--- src/opg_params.svh ---
`ifndef OPG_PARAMS_SVH
`define OPG_PARAMS_SVH
// Clock rate in kHz, so that millisecond figures turn into cycle counts.
`define OPG_CLK_KHZ          250000
// Overpower timer and end-of-power-good figures in milliseconds.
`define OPG_OPP_SHORT_MS     50
`define OPG_OPP_LONG_MS      200
`define OPG_EPG_SHORT_MS     45
`define OPG_EPG_LONG_MS      190
`define OPG_RESTART_MS       1000
// Cycle counts derived from the figures above.
`define OPG_OPP_SHORT_CYC    (`OPG_OPP_SHORT_MS * `OPG_CLK_KHZ)
`define OPG_OPP_LONG_CYC     (`OPG_OPP_LONG_MS * `OPG_CLK_KHZ)
`define OPG_EPG_SHORT_CYC    (`OPG_EPG_SHORT_MS * `OPG_CLK_KHZ)
`define OPG_EPG_LONG_CYC     (`OPG_EPG_LONG_MS * `OPG_CLK_KHZ)
`define OPG_RESTART_CYC      (`OPG_RESTART_MS * `OPG_CLK_KHZ)
// Resistor thresholds in units of 100 ohm, midway between table codes.
`define OPG_SET1_SHORT       16'h0064
`define OPG_SET1_B0          16'h01F2
`define OPG_SET1_B1          16'h0242
`define OPG_SET1_B2          16'h029D
`define OPG_SET1_B3          16'h0305
`define OPG_SET1_B4          16'h037F
`define OPG_SET1_B5          16'h040B
`define OPG_SET1_B6          16'h04A4
`define OPG_SET1_B7          16'h0551
`define OPG_SET2_B0          16'h0027
`define OPG_SET2_B1          16'h006C
`define OPG_SET2_B2          16'h00D2
`define OPG_SET2_B3          16'h0172
`define OPG_SET2_B4          16'h0276
`define OPG_SET2_B5          16'h0505
`define OPG_SET2_B6          16'h0BB8
`define OPG_OUT_B0           16'h0053
`define OPG_OUT_B1           16'h007D
`define OPG_OUT_B2           16'h00B9
// Burst entry level in half percent units, indexed [set2 code][rate code].
`define OPG_BURST_TABLE { \
  8'h12, 8'h12, 8'h12, 8'h12, 8'h18, 8'h18, 8'h18, 8'h18, \
  8'h12, 8'h12, 8'h12, 8'h14, 8'h18, 8'h18, 8'h18, 8'h1A, \
  8'h12, 8'h14, 8'h16, 8'h18, 8'h18, 8'h1A, 8'h1E, 8'h22, \
  8'h12, 8'h14, 8'h18, 8'h1C, 8'h18, 8'h1E, 8'h23, 8'h28 }
`endif

--- src/opg_pkg.sv ---
package opg_pkg;
  // Decoded settings shared between the decoder and the main controller.
  typedef struct packed {
    logic       no_start;     // Settings pin shorted.
    logic       opp_infinite; // Overpower counter disabled.
    logic       cap_200;      // Power capability 200 % (else 150 %).
    logic       lvl_175;      // Overpower start level 175 % (else 125 %).
    logic       timer_long;   // 200 ms timer (else 50 ms).
    logic       latched;      // Latched protection (else 1 s restart).
    logic [1:0] burst_rate;   // 0:200 Hz 1:400 Hz 2:800 Hz 3:1600 Hz.
    logic [1:0] lpm_level;    // 0:25 1:37.5 2:50 3:62.5 percent.
    logic [7:0] burst_level;  // Burst entry level, half percent units.
  } opg_settings_t;

  typedef enum logic [2:0] {
    OPG_IDLE, OPG_MEASURE, OPG_READY, OPG_RUN, OPG_RESTART, OPG_LATCH,
    OPG_INHIBIT
  } opg_state_t;

  // Protection and sense flags coming from the converter core.
  typedef struct packed {
    logic over_temp;
    logic over_volt;
    logic over_curr;
    logic under_volt;
    logic boost_low;
    logic opp_exceed;
  } opg_flags_t;
endpackage : opg_pkg

--- src/opg_ctrl.sv ---
`timescale 1ns/1ns
`include "opg_params.svh"
// Summary of operation
// [RQ1] Over-temperature latches protection and turns the companion off.
// [RQ2] Overpower counter runs while capacitor difference exceeds threshold.
// [RQ3] Counter past 50 or 200 ms enters latched or restart protection.
// [RQ4] Capacitor difference clamp maps to 150 or 200 percent by setting.
// [RQ5] A setting disables the overpower counter; overpower runs forever.
// [RQ6] Resistors are measured and settings latched before switching.
// [RQ7] Output-sense resistor selects burst rate 200 to 1600 Hz.
// [RQ8] First settings resistor below 10 kohm inhibits start-up.
// [RQ9] 46.4 kohm code gives 200 percent, infinite timer, no trip.
// [RQ10] Other codes give 125/175 percent level and 50/200 ms timer.
// [RQ11] Codes 53.6-82.5 restart after 1 s; 95.3-147 latch.
// [RQ12] End of power good is 45 ms or 190 ms per timer.
// [RQ13] Second resistor gives low-power level; open pin gives 62.5 percent.
// [RQ14] Burst entry level looked up from second resistor and rate.
// [RQ15] Settings pin becomes power good output and is not re-measured.
// [RQ16] After reading settings the power good pin is driven high.
// [RQ17] Entering operation drives the power good pin low.
// [RQ18] Boost low or counter at end count drives power good high.
// [RQ19] Power good withdraws 5 or 10 ms before overpower trip.
// [RQ20] Any protection stops switching at once and drives pin low.
// [RQ21] Latched protection holds until supply removal resets the device.
// [RQ22] Companion-disabling protections pull the boost-sense line low.
// [RQ23] Resistances quantize to nearest code, held until next power-up.
// [RQ24] Counter clears when difference drops below threshold early.
module opg_ctrl
  import opg_pkg::*;
#(
  parameter int unsigned OPP_SHORT_CYC = `OPG_OPP_SHORT_CYC,
  parameter int unsigned OPP_LONG_CYC  = `OPG_OPP_LONG_CYC,
  parameter int unsigned EPG_SHORT_CYC = `OPG_EPG_SHORT_CYC,
  parameter int unsigned EPG_LONG_CYC  = `OPG_EPG_LONG_CYC,
  parameter int unsigned RESTART_CYC   = `OPG_RESTART_CYC
)
(
  input  wire logic          i_sys_clk,
  input  wire logic          i_reset,
  input  wire logic          i_meas_valid,
  input  wire logic [15:0]   i_set1_res,
  input  wire logic [15:0]   i_set2_res,
  input  wire logic          i_set2_open,
  input  wire logic [15:0]   i_out_res,
  input  wire logic          i_boost_start,
  input  opg_flags_t         i_flags,
  output logic               o_meas_req,
  output logic               o_switch_en,
  output logic               o_settings_pg_pin_o,
  output logic               o_settings_pg_pin_oe_n,
  output logic               o_boost_sense_pin_pull,
  output logic               o_cap_clamp_200,
  output logic               o_latched_prot,
  output opg_settings_t      o_settings
);
  typedef struct packed {
    opg_state_t    st;
    opg_settings_t set;
    logic [31:0]   cnt;
    logic          pg_high;
    logic          pfc_off;
  } opg_regs_t;

  opg_regs_t     r_r;
  opg_regs_t     r_nxt;
  opg_settings_t dec;
  logic [31:0]   opp_lim;
  logic [31:0]   epg_lim;
  logic          prot_hit;

  opg_decode u_dec (
    .i_set1_res  (i_set1_res),
    .i_set2_res  (i_set2_res),
    .i_set2_open (i_set2_open),
    .i_out_res   (i_out_res),
    .o_settings  (dec)
  );

  // Limits picked from the latched timer choice.
  always_comb begin
    opp_lim = r_r.set.timer_long ? 32'(OPP_LONG_CYC) : 32'(OPP_SHORT_CYC);
    epg_lim = r_r.set.timer_long ? 32'(EPG_LONG_CYC)
                                 : 32'(EPG_SHORT_CYC); // [RQ12] [RQ19]
    prot_hit = i_flags.over_volt | i_flags.over_curr | i_flags.under_volt
               | i_flags.over_temp;
  end

  // Sequencer: measure once, hold pin, run, protect.
  always_comb begin
    r_nxt = r_r;
    unique case (r_r.st)
      OPG_IDLE: begin
        r_nxt.st = OPG_MEASURE;
        r_nxt.pfc_off = 1'b1;
      end
      OPG_MEASURE: begin
        if (i_meas_valid) begin
          r_nxt.set = dec; // [RQ6] [RQ23]
          r_nxt.st = dec.no_start ? OPG_INHIBIT : OPG_READY; // [RQ8]
          r_nxt.pg_high = 1'b1; // [RQ16]
          r_nxt.pfc_off = dec.no_start;
        end
      end
      OPG_READY: begin
        if (prot_hit) begin
          r_nxt.st = OPG_LATCH;
          r_nxt.pg_high = 1'b0; // [RQ20]
          r_nxt.pfc_off = 1'b1;
        end else if (i_boost_start) begin
          r_nxt.st = OPG_RUN;
          r_nxt.pg_high = 1'b0; // [RQ17]
          r_nxt.cnt = '0;
        end
      end
      OPG_RUN: begin
        // Counter clears to zero when below threshold or disabled.
        if (i_flags.opp_exceed && !r_r.set.opp_infinite) begin // [RQ5] [RQ9]
          r_nxt.cnt = r_r.cnt + 32'h0000_0001; // [RQ2]
        end else begin
          r_nxt.cnt = '0; // [RQ24]
        end
        if (i_flags.boost_low || r_r.cnt >= epg_lim) begin
          r_nxt.pg_high = 1'b1; // [RQ18]
        end
        if (prot_hit) begin
          r_nxt.st = OPG_LATCH; // [RQ1] [RQ20]
          r_nxt.pg_high = 1'b0;
          r_nxt.pfc_off = 1'b1; // [RQ22]
        end else if (r_r.cnt >= opp_lim && !r_r.set.opp_infinite) begin
          r_nxt.st = r_r.set.latched ? OPG_LATCH : OPG_RESTART; // [RQ3] [RQ11]
          r_nxt.pg_high = 1'b0;
          r_nxt.pfc_off = 1'b1;
          r_nxt.cnt = '0;
        end
      end
      OPG_RESTART: begin
        // Safe restart waits 1 s then returns to the ready state.
        r_nxt.cnt = r_r.cnt + 32'h0000_0001;
        if (i_flags.over_temp) begin
          r_nxt.st = OPG_LATCH; // [RQ1]
        end else if (r_r.cnt >= 32'(RESTART_CYC) - 32'h0000_0001) begin
          r_nxt.st = OPG_READY; // [RQ11]
          r_nxt.pg_high = 1'b1;
          r_nxt.pfc_off = 1'b0;
          r_nxt.cnt = '0;
        end
      end
      OPG_LATCH: begin
        r_nxt.pfc_off = 1'b1; // [RQ21] [RQ22]
      end
      OPG_INHIBIT: begin
        r_nxt.pfc_off = 1'b1;
      end
    endcase
  end

  // All state in one register; only supply loss (reset) clears a latch.
  always_ff @(posedge i_sys_clk or posedge i_reset) begin
    if (i_reset) begin
      r_r <= '0; // [RQ21]
    end else begin
      r_r <= r_nxt;
    end
  end

  // Outputs; pin measurement only requested before settings exist.
  always_comb begin
    o_meas_req = (r_r.st == OPG_MEASURE); // [RQ15]
    o_switch_en = (r_r.st == OPG_RUN) && !prot_hit; // [RQ20]
    o_settings_pg_pin_o = r_r.pg_high;
    o_settings_pg_pin_oe_n = (r_r.st == OPG_MEASURE) || (r_r.st == OPG_IDLE);
    o_boost_sense_pin_pull = r_r.pfc_off; // [RQ22]
    o_cap_clamp_200 = r_r.set.cap_200; // [RQ4]
    o_latched_prot = (r_r.st == OPG_LATCH);
    o_settings = r_r.set;
  end
endmodule : opg_ctrl

--- src/opg_decode.sv ---
`timescale 1ns/1ns
`include "opg_params.svh"
// Quantizes the three measured resistances into the settings word.
module opg_decode
  import opg_pkg::*;
(
  input  wire logic [15:0]   i_set1_res,
  input  wire logic [15:0]   i_set2_res,
  input  wire logic          i_set2_open,
  input  wire logic [15:0]   i_out_res,
  output opg_settings_t      o_settings
);
  localparam logic [255:0] BURST_TBL = `OPG_BURST_TABLE;

  // Index of the first band the value falls under, nearest code wins.
  function automatic logic [2:0] band8(input logic [15:0] v,
                                       input logic [111:0] b);
    logic [2:0] k;
    k = 3'h7;
    for (int i = 6; i >= 0; i--) begin
      if (v < b[i*16 +: 16]) begin
        k = 3'(i);
      end
    end
    return k;
  endfunction : band8

  logic [2:0] s1;
  logic [2:0] s2;
  logic [2:0] so;
  logic [3:0] s1p;
  logic [4:0] idx;

  // Decode of the three resistors; every field is a pure function of them.
  always_comb begin
    s1 = band8(i_set1_res, {`OPG_SET1_B7, `OPG_SET1_B6, `OPG_SET1_B5,
               `OPG_SET1_B4, `OPG_SET1_B3, `OPG_SET1_B2, `OPG_SET1_B1});
    s1p = (i_set1_res < `OPG_SET1_B0) ? 4'h0 : {1'b0, s1} + 4'h1;
    s2 = i_set2_open ? 3'h7 : band8(i_set2_res, {`OPG_SET2_B6,
         `OPG_SET2_B5, `OPG_SET2_B4, `OPG_SET2_B3, `OPG_SET2_B2,
         `OPG_SET2_B1, `OPG_SET2_B0});
    so = band8(i_out_res, {16'hFFFF, 16'hFFFF, 16'hFFFF, 16'hFFFF,
               `OPG_OUT_B2, `OPG_OUT_B1, `OPG_OUT_B0});
    o_settings = '0;
    o_settings.no_start = (i_set1_res < `OPG_SET1_SHORT); // [RQ8]
    o_settings.opp_infinite = (s1p == 4'h0); // [RQ9]
    // Band s1 counts the timed codes upward: odd bands take the short
    // timer, bands 2-3 and 6-7 the low level, bands 4-7 the latch.
    o_settings.cap_200 = (s1p == 4'h0) | ~s1[1]; // [RQ4]
    o_settings.lvl_175 = ~s1[1]; // [RQ10]
    o_settings.timer_long = ~s1[0]; // [RQ10]
    o_settings.latched = s1[2]; // [RQ11]
    // Fast rates are the small resistors.
    o_settings.burst_rate = 2'h3 - so[1:0]; // [RQ7]
    o_settings.lpm_level = s2[2:1]; // [RQ13]
    idx = {s2, o_settings.burst_rate};
    o_settings.burst_level =
      BURST_TBL[(8'h1F - {3'h0, idx}) * 8 +: 8]; // [RQ14]
  end
endmodule : opg_decode

--- config.mk ---
export PLATFORM = sky130hd
export DESIGN_NAME = opg_ctrl
export DESIGN_NICKNAME = d
export VERILOG_FILES = /design/src/opg_pkg.sv /design/src/opg_ctrl.sv /design/src/opg_decode.sv
export VERILOG_INCLUDE_DIRS = /design/src
export SDC_FILE = /design/constraint.sdc
export NUM_CORES = 1
export LEC_CHECK = 0
export BUFFER_PORTS_ARGS = -buffer_cell sky130_fd_sc_hd__buf_4
export CORE_MARGIN = 2
export CORE_UTILIZATION = 52
export CTS_CLUSTER_DIAMETER = 80
export DETAILED_ROUTE_END_ITERATION = 10
export PLACE_DENSITY = 0.78
export SLEW_MARGIN = 20
export SYNTH_ARGS = -nofsm -noshare
export SYNTH_HDL_FRONTEND = slang
export SYNTH_HIERARCHICAL = 1
export SYNTH_SLANG_ARGS = --single-unit
--- constraint.sdc ---
create_clock -name i_sys_clk -period 2.7 [get_ports i_sys_clk]
set_input_delay 0.135 -clock i_sys_clk [delete_from_list [all_inputs] [get_ports i_sys_clk]]
set_output_delay 0.135 -clock i_sys_clk [all_outputs]
set_load 0.1 [all_outputs]
==> results of run 1 <==
[logic make-up (layout without fill, tap and decap cells)]
logic type	count (synthesis)	count (layout)
other	1	2
multiplexers	23	23
flip-flops	55	55
XOR/XNOR	21	21
buffers and inverters	58	168
AO/OA/AOI/OAI	138	138
AND/OR/NAND/NOR	217	217
adder cells (fa/ha/maj)	29	29
[through the flow]
| stage | cells | area [sq um] | util | setup WS [ps] |
|---|---|---|---|---|
| after floorplan | 543 | 4590 | - | 41.2 |
| after detailed placement | 742 | 5450 | 0.631 | -68.0 |
| after global routing | 761 | 5830 | 0.675 | -149 |
| after global placement | 742 | 5450 | 0.631 | 12.0 |
| after CTS | 750 | 5570 | 0.645 | 21.6 |
| final | 761 | 5830 | 0.675 | -66.8 |
[cells in the final DEF, fill, tap and decap left out, drive strengths merged, types with 8 or more instances in the layout]
| cell | netlist | layout |
|---|---|---|
| o21ai | 33 | 33 |
| nor2 | 54 | 54 |
| nand2b | 8 | 8 |
| nand3 | 23 | 23 |
| and3 | 16 | 16 |
| or4 | 8 | 8 |
| dfrtp | 55 | 55 |
| nor3 | 18 | 18 |
| inv | 23 | 22 |
| buf | 23 | 137 |
| xnor2 | 9 | 9 |
| ha | 29 | 29 |
| xor2 | 12 | 12 |
| a21o | 8 | 8 |
| nand2 | 44 | 44 |
| a211oi | 12 | 12 |
| mux2 | 20 | 20 |
| a21oi | 27 | 27 |
| nor4 | 13 | 13 |
[synth_stat cells, drive strengths merged (9+ instances only)]
master / count / share of area
nand2: 44 / 0.036
xor2: 12 / 0.023
clkbuf: 12 / 0.0098
o21ai: 33 / 0.037
and3: 16 / 0.022
nand3: 23 / 0.025
a211oi: 12 / 0.021
dfrtp: 55 / 0.30
nor4: 13 / 0.018
buf: 23 / 0.040
a21oi: 27 / 0.030
mux2: 20 / 0.052
inv: 23 / 0.019
nor2: 54 / 0.044
nor3: 18 / 0.021
ha: 29 / 0.079
xnor2: 9 / 0.017
[layout make-up]
class                      instances  area [sq um]
sequential                        55          1380
clock buffer                       6          72.6
inverter                          23          90.1
multi-input combinational        430          3060
fill                             667          2800
clock inverter                     1          30.0
tap                              108           135
timing repair buffer             138          1070
[flip-flops by register name, indices dropped and copies added, names as in the netlist]
name                    cells
o_settings_pg_pin_o         1
r_r                        35
o_cap_clamp_200             1
o_boost_sense_pin_pull      1
o_settings                 17
[power by group through the flow]
stage / Combinational, uW / Sequential, uW / Clock [uW]
finish: 2100 / 1050 / 552
global route: 2240 / 1060 / 578
CTS: 1980 / 1030 / 552
detailed placement: 1960 / 1040 / 0
global placement: 1920 / 1040 / 0
floorplan: 1310 / 1160 / 0
[per-layer routing]
layer,global-route usage,vias to the layer above
met5,0,-
met4,0.0588,0
met3,0.0308,34
met2,0.430,211
met1,0.364,2214
li1,-,2204
[worst max-delay path: cells and delay by family, from the launching register on]
kind,cells,cell delay (ps)
AOI/OAI and AO/OA,5,820
buffers and inverters,5,800
DFF,1,410
and+or+nand+nor,2,340
adders and majority gates,1,280
[worst max-delay path by stage]
| stage | slack, ps | startpoint | depth (start not counted) | endpoint |
|---|---|---|---|---|
| after global routing | -150 | o_settings[13]$_DFFE_PP0P_ | 13 | r_r[16]$_DFFE_PP0P_ |
| after detailed placement | -70 | i_set1_res[14] | 10 | o_cap_clamp_200$_DFFE_PP0P_ |
| final | -70 | o_settings[13]$_DFFE_PP0P_ | 13 | r_r[16]$_DFFE_PP0P_ |
| after floorplan | 40 | i_set2_res[14] | 9 | o_settings[1]$_DFFE_PP0P_ |
| after global placement | 10 | i_set2_res[14] | 9 | o_settings[1]$_DFFE_PP0P_ |
| after CTS | 20 | r_r[30]$_DFFE_PP0P_ | 8 | o_boost_sense_pin_pull$_DFFE_PP0P_ |
[timing repair]
item                                   in CTS  in global routing
pin swaps                                   0                 12
hold buffers                                1                  0
endpoints found under the hold margin      25                  0
setup buffers                               0                 12
gates resized for setup                     1                 27
setup endpoints to repair                  20                 26
==> impl_metrics.json, run 1 <==
{
  "p_seq_frac": 0.283,
  "ys_types": 71,
  "switchingPower_uw": 1740,
  "p_clk_frac": 0.149,
  "fin_ws_ps": -66.8,
  "drtPass1Iterations": 7,
  "setup.worst_path.class": "reg -> reg",
  "drv_slew": 0,
  "numPortBuffers": 83,
  "pwr-share-comb": 0.568,
  "nNetsFinal": 741,
  "worst_pin_slew_ps": 714,
  "synth_adder_area_share": 0.0792,
  "r2r-start": "o_settings[13]$_DFFE_PP0P_",
  "ant_nets": 0,
  "status": "finished, violations left",
  "p_sw_frac": 0.471,
  "io-pin-count": 84,
  "critPathMaxFanout": 5,
  "route.detailed.drc": 0,
  "die_h_um": 97.9,
  "max_freq_mhz": 361,
  "cts_buffers": 5,
  "synth_compound_area_frac": 0.205,
  "met2_length_mm": 6.17,
  "fp.coreArea_sq_um": 8640,
  "antenna_found_initial": 1,
  "cpPeakStageDelay_ps": 410,
  "clk_latency_ps": 320,
  "synth_top_family_by_area": "simple AND/OR/NAND/NOR gates",
  "yosys.area_share.simple": 0.247,
  "fin_hold_ws_ps": 181,
  "drt_iter0_drc": 537,
  "fin_crit_sh": 1.02,
  "ir_worst_vdd_mv": 0.734,
  "p_int_uw": 1960,
  "track_usage": 0.259,
  "place_congestion": 0.927,
  "wl_met1_mm": 5.63,
  "root_buffer": "clkbuf_8",
  "cp.required_ps": 2910,
  "violations": "negative setup slack",
  "cp_slowest_cell": "dfrtp_1",
  "h-tree-depth": 2,
  "min_from": "i_boost_start",
  "clk_pin_slew_ps": 100,
  "hp-class": "in -> reg",
  "synth_seq_area_share": 0.300,
  "die_area_sq_um": 9580,
  "skew_ps": 12.5,
  "finalSetupViolations": 4,
  "syn_inst": 542,
  "worstRegToRegCells": 13,
  "cts_tree": "done",
  "startpoint_type": "register",
  "wl_per_cell_um": 17.1,
  "r2r_end": "r_r[16]$_DFFE_PP0P_",
  "diodes": 0,
  "finalPower_uw": 3700,
  "top_layer": "met4",
  "synthXorXnorAreaFrac": 0.0402,
  "syn_to_final_growth_pct": 27.3,
  "end_kind": "register",
  "hold_viol": 0,
  "powerDensity_nw_per_um2": 634,
  "viasPerCell": 6.13,
  "power_leakage_uw": 0.00266,
  "slew_headroom": 0.520,
  "synth_ff_type": "dfrtp_1",
  "period_needed_ps": 2770,
  "arrival_ps": 2970,
  "clock_sinks": 55,
  "grt_max_degree": 31,
  "dp_hpwl_mm": 9.50,
  "ys_warn_count": 6,
  "cts.path.max_buffers": 2,
  "core.rowCount": 34,
  "rsz0062_at_grt": "yes",
  "grt_pass1_wl_mm": 20.8,
  "drive_above_1_share": 0.303,
  "regToRegSetupSlack_ps": -70,
  "worstPathCellList": "clkinvlp_4, buf_6, ha_4, nand3_4, nor4_4, buf_4, a211o_1, a41oi_2, buf_4, buf_4, o21ai_2, a22oi_1, a21o_1",
  "async_flop_share": 1.00,
  "syn_avg_cell_area_sq_um": 8.45,
  "totalNegativeSetupSlack_ps": -74.8,
  "synthMuxAreaShare": 0.0582,
  "syn_area_sq_um": 4580,
  "hold_end": "o_settings_pg_pin_o$_DFFE_PP0P_",
  "synth_edf_count": 0,
  "grt_pass1_vias": 4378,
  "cpMostUsedCell": "buf_4",
  "initial_core_util": 0.530,
  "vias": 4663,
  "cap_violations": 0,
  "whs_path_depth": 3,
  "overflow": 0,
  "finalWirelength_mm": 13.0,
  "die_x_um": 97.9,
  "ys_ff_latch": 55,
  "wl_met3_um": 911
}
No activity file was read; power rests on OpenSTA's default activity.
==> run 2: changes to the inputs <==
==> constraint.sdc (replaced) <==
create_clock -name i_sys_clk -period 2.7 [get_ports i_sys_clk]
set_input_delay 0.135 -clock i_sys_clk [delete_from_list [all_inputs] [get_ports i_sys_clk]]
set_output_delay 0.135 -clock i_sys_clk [all_outputs]
set_load 0.02 [all_outputs]
==> run 2 against run 1 <==
The flow now finishes without violations. Critical path type unchanged. Largest power group unchanged. Worst setup slack gained 93 ps. Design area grew 1.2%. Clock skew shrank 5.8 ps.
==> impl_metrics.json, run 2 (synthesis gave the netlist of run 1 again) <==
{
  "clk_pin_slew_ps": 100,
  "final_core_util": 0.684,
  "path_delay_family": "simple AND/OR/NAND/NOR gates",
  "overflow": 0,
  "viasPerCell": 5.93,
  "drv_slew": 0,
  "fin_hold_ws_ps": 32.1,
  "dp_hpwl_mm": 10.1,
  "drt_iter0_drc": 337,
  "place_congestion": 0.919,
  "h-tree-depth": 2,
  "ant_nets": 0,
  "track_usage": 0.272,
  "core.rowCount": 34,
  "antenna_found_initial": 0,
  "multi_input_area_sq_um": 2930,
  "largest_reg_flops": 35,
  "vias": 4686,
  "drtPass1Iterations": 5,
  "route.detailed.drc": 0,
  "io-pin-count": 84,
  "arrival_ps": 2870,
  "skew_ps": 6.67,
  "worst_pin_slew_ps": 725,
  "cap_violations": 0,
  "cp_slowest_cell": "or4_4",
  "mostFrequentLayoutCells": "buf_4, dfrtp_1, nor2_1",
  "cpMostUsedCell": "or4_4",
  "finalSetupViolations": 0,
  "setup.worst_path.class": "reg -> reg",
  "powerDensity_nw_per_um2": 540,
  "hp-class": "in -> async",
  "period_needed_ps": 2670,
  "startpoint_type": "register",
  "critPathMaxFanout": 4,
  "diodes": 0,
  "slew_headroom": 0.510,
  "layout_commonest_cell": "buf_4",
  "die_area_sq_um": 9580,
  "cts.path.max_buffers": 2,
  "cts_tree": "done",
  "worstPathCellList": "or4_4, or4_4, a211o_1, a41oi_2, buf_4, o21ai_4, o211ai_1, mux2_1",
  "status": "complete, no violations",
  "power_leakage_uw": 0.00280,
  "syn_to_final_growth_pct": 28.9,
  "grt_max_degree": 56,
  "initial_core_util": 0.530,
  "clock_sinks": 55,
  "ctsHoldBuffers": 0,
  "grt_pass1_wl_mm": 21.9,
  "regMostFlops": "r_r",
  "r2r_end": "o_boost_sense_pin_pull$_DFFE_PP0P_",
  "grt_pass1_vias": 4557,
  "root_buffer": "clkbuf_8",
  "cpPeakStageDelay_ps": 560,
  "fill_cells": 693,
  "numPortBuffers": 83,
  "nNetsFinal": 770,
  "rsz0062_at_grt": "yes",
  "regArea_sq_um": 1380,
  "fin_crit_sh": 0.990,
  "path_buf_inv": 1,
  "hold_viol": 0,
  "max_freq_mhz": 374,
  "die_h_um": 97.9,
  "worstRegToRegCells": 8,
  "drive_above_1_share": 0.320,
  "r2r-start": "r_r[30]$_DFFE_PP0P_",
  "regToRegSetupSlack_ps": 30,
  "end_kind": "register",
  "wl_per_cell_um": 16.4,
  "finalWirelength_mm": 13.0,
  "fp.coreArea_sq_um": 8640,
  "ir_worst_vdd_mv": 0.467,
  "die_x_um": 97.9,
  "cp.required_ps": 2900,
  "cts_buffers": 5,
  "clk_latency_ps": 300
}
## run 2: area by class of cell
class / count / area share
inverter: 23 / 0.0146
sequential: 55 / 0.233
tap: 108 / 0.0229
clock inverter: 2 / 0.00636
multi-input combinational: 430 / 0.497
timing repair buffer: 167 / 0.214
clock buffer: 5 / 0.0117
## run 2: worst max path at each step
| stage | startpoint | depth (start not counted) | slack (ps) | to |
|---|---|---|---|---|
| floorplan | i_set2_res[14] | 9 | 40 | o_settings[1]$_DFFE_PP0P_ |
| global placement | o_settings[13]$_DFFE_PP0P_ | 10 | -310 | r_r[20]$_DFFE_PP0P_ |
| detailed placement | o_settings[13]$_DFFE_PP0P_ | 10 | -370 | r_r[24]$_DFFE_PP0P_ |
| CTS | r_r[33]$_DFFE_PP0P_ | 8 | 20 | o_boost_sense_pin_pull$_DFFE_PP0P_ |
| global route | r_r[30]$_DFFE_PP0P_ | 9 | -30 | r_r[52]$_DFFE_PP0P_ |
| finish | r_r[30]$_DFFE_PP0P_ | 8 | 30 | o_boost_sense_pin_pull$_DFFE_PP0P_ |
## run 2: power breakdown
part           total, uW  switching (uW)  internal, uW  leakage [uW]
sequential          1030             102           931      0.000722
clock                543             272           272     0.0000502
combinational       1610             862           751       0.00203
## run 2: layer usage
metal / share of wire / vias up / GRT usage
met5: 0 / - / 0
met4: 0.017 / 0 / 0.0620
met3: 0.071 / 26 / 0.0351
met2: 0.46 / 190 / 0.440
met1: 0.45 / 2216 / 0.390
li1: - / 2254 / -
## run 2: stage by stage
step           worst slack [ps]  cells  total power [uW]  area [sq um]  setup TNS [ps]
3_3_place_gp               -306    777              2540          5710           -5880
6_report                   26.3    790              3190          5900               0
5_1_grt                   -33.7    790              3400          5900           -93.2
3_5_place_dp               -371    777              2590          5710           -7540
4_1_cts                    23.7    787              3180          5850               0
2_1_floorplan              41.2    543              2000          4580               0
## run 2: what timing repair did
action	4_1_cts	5_1_grt
pin swaps	4	2
setup buffers	3	3
endpoints found under the setup margin	27	6
gates resized for setup	2	8
## run 2: worst register-to-register path, cell delays in order (launching register included)
cell	delay [ps]
dfrtp_1	390
or4_4	560
or4_4	440
a211o_1	260
a41oi_2	200
buf_4	170
o21ai_4	70
o211ai_1	130
mux2_1	350
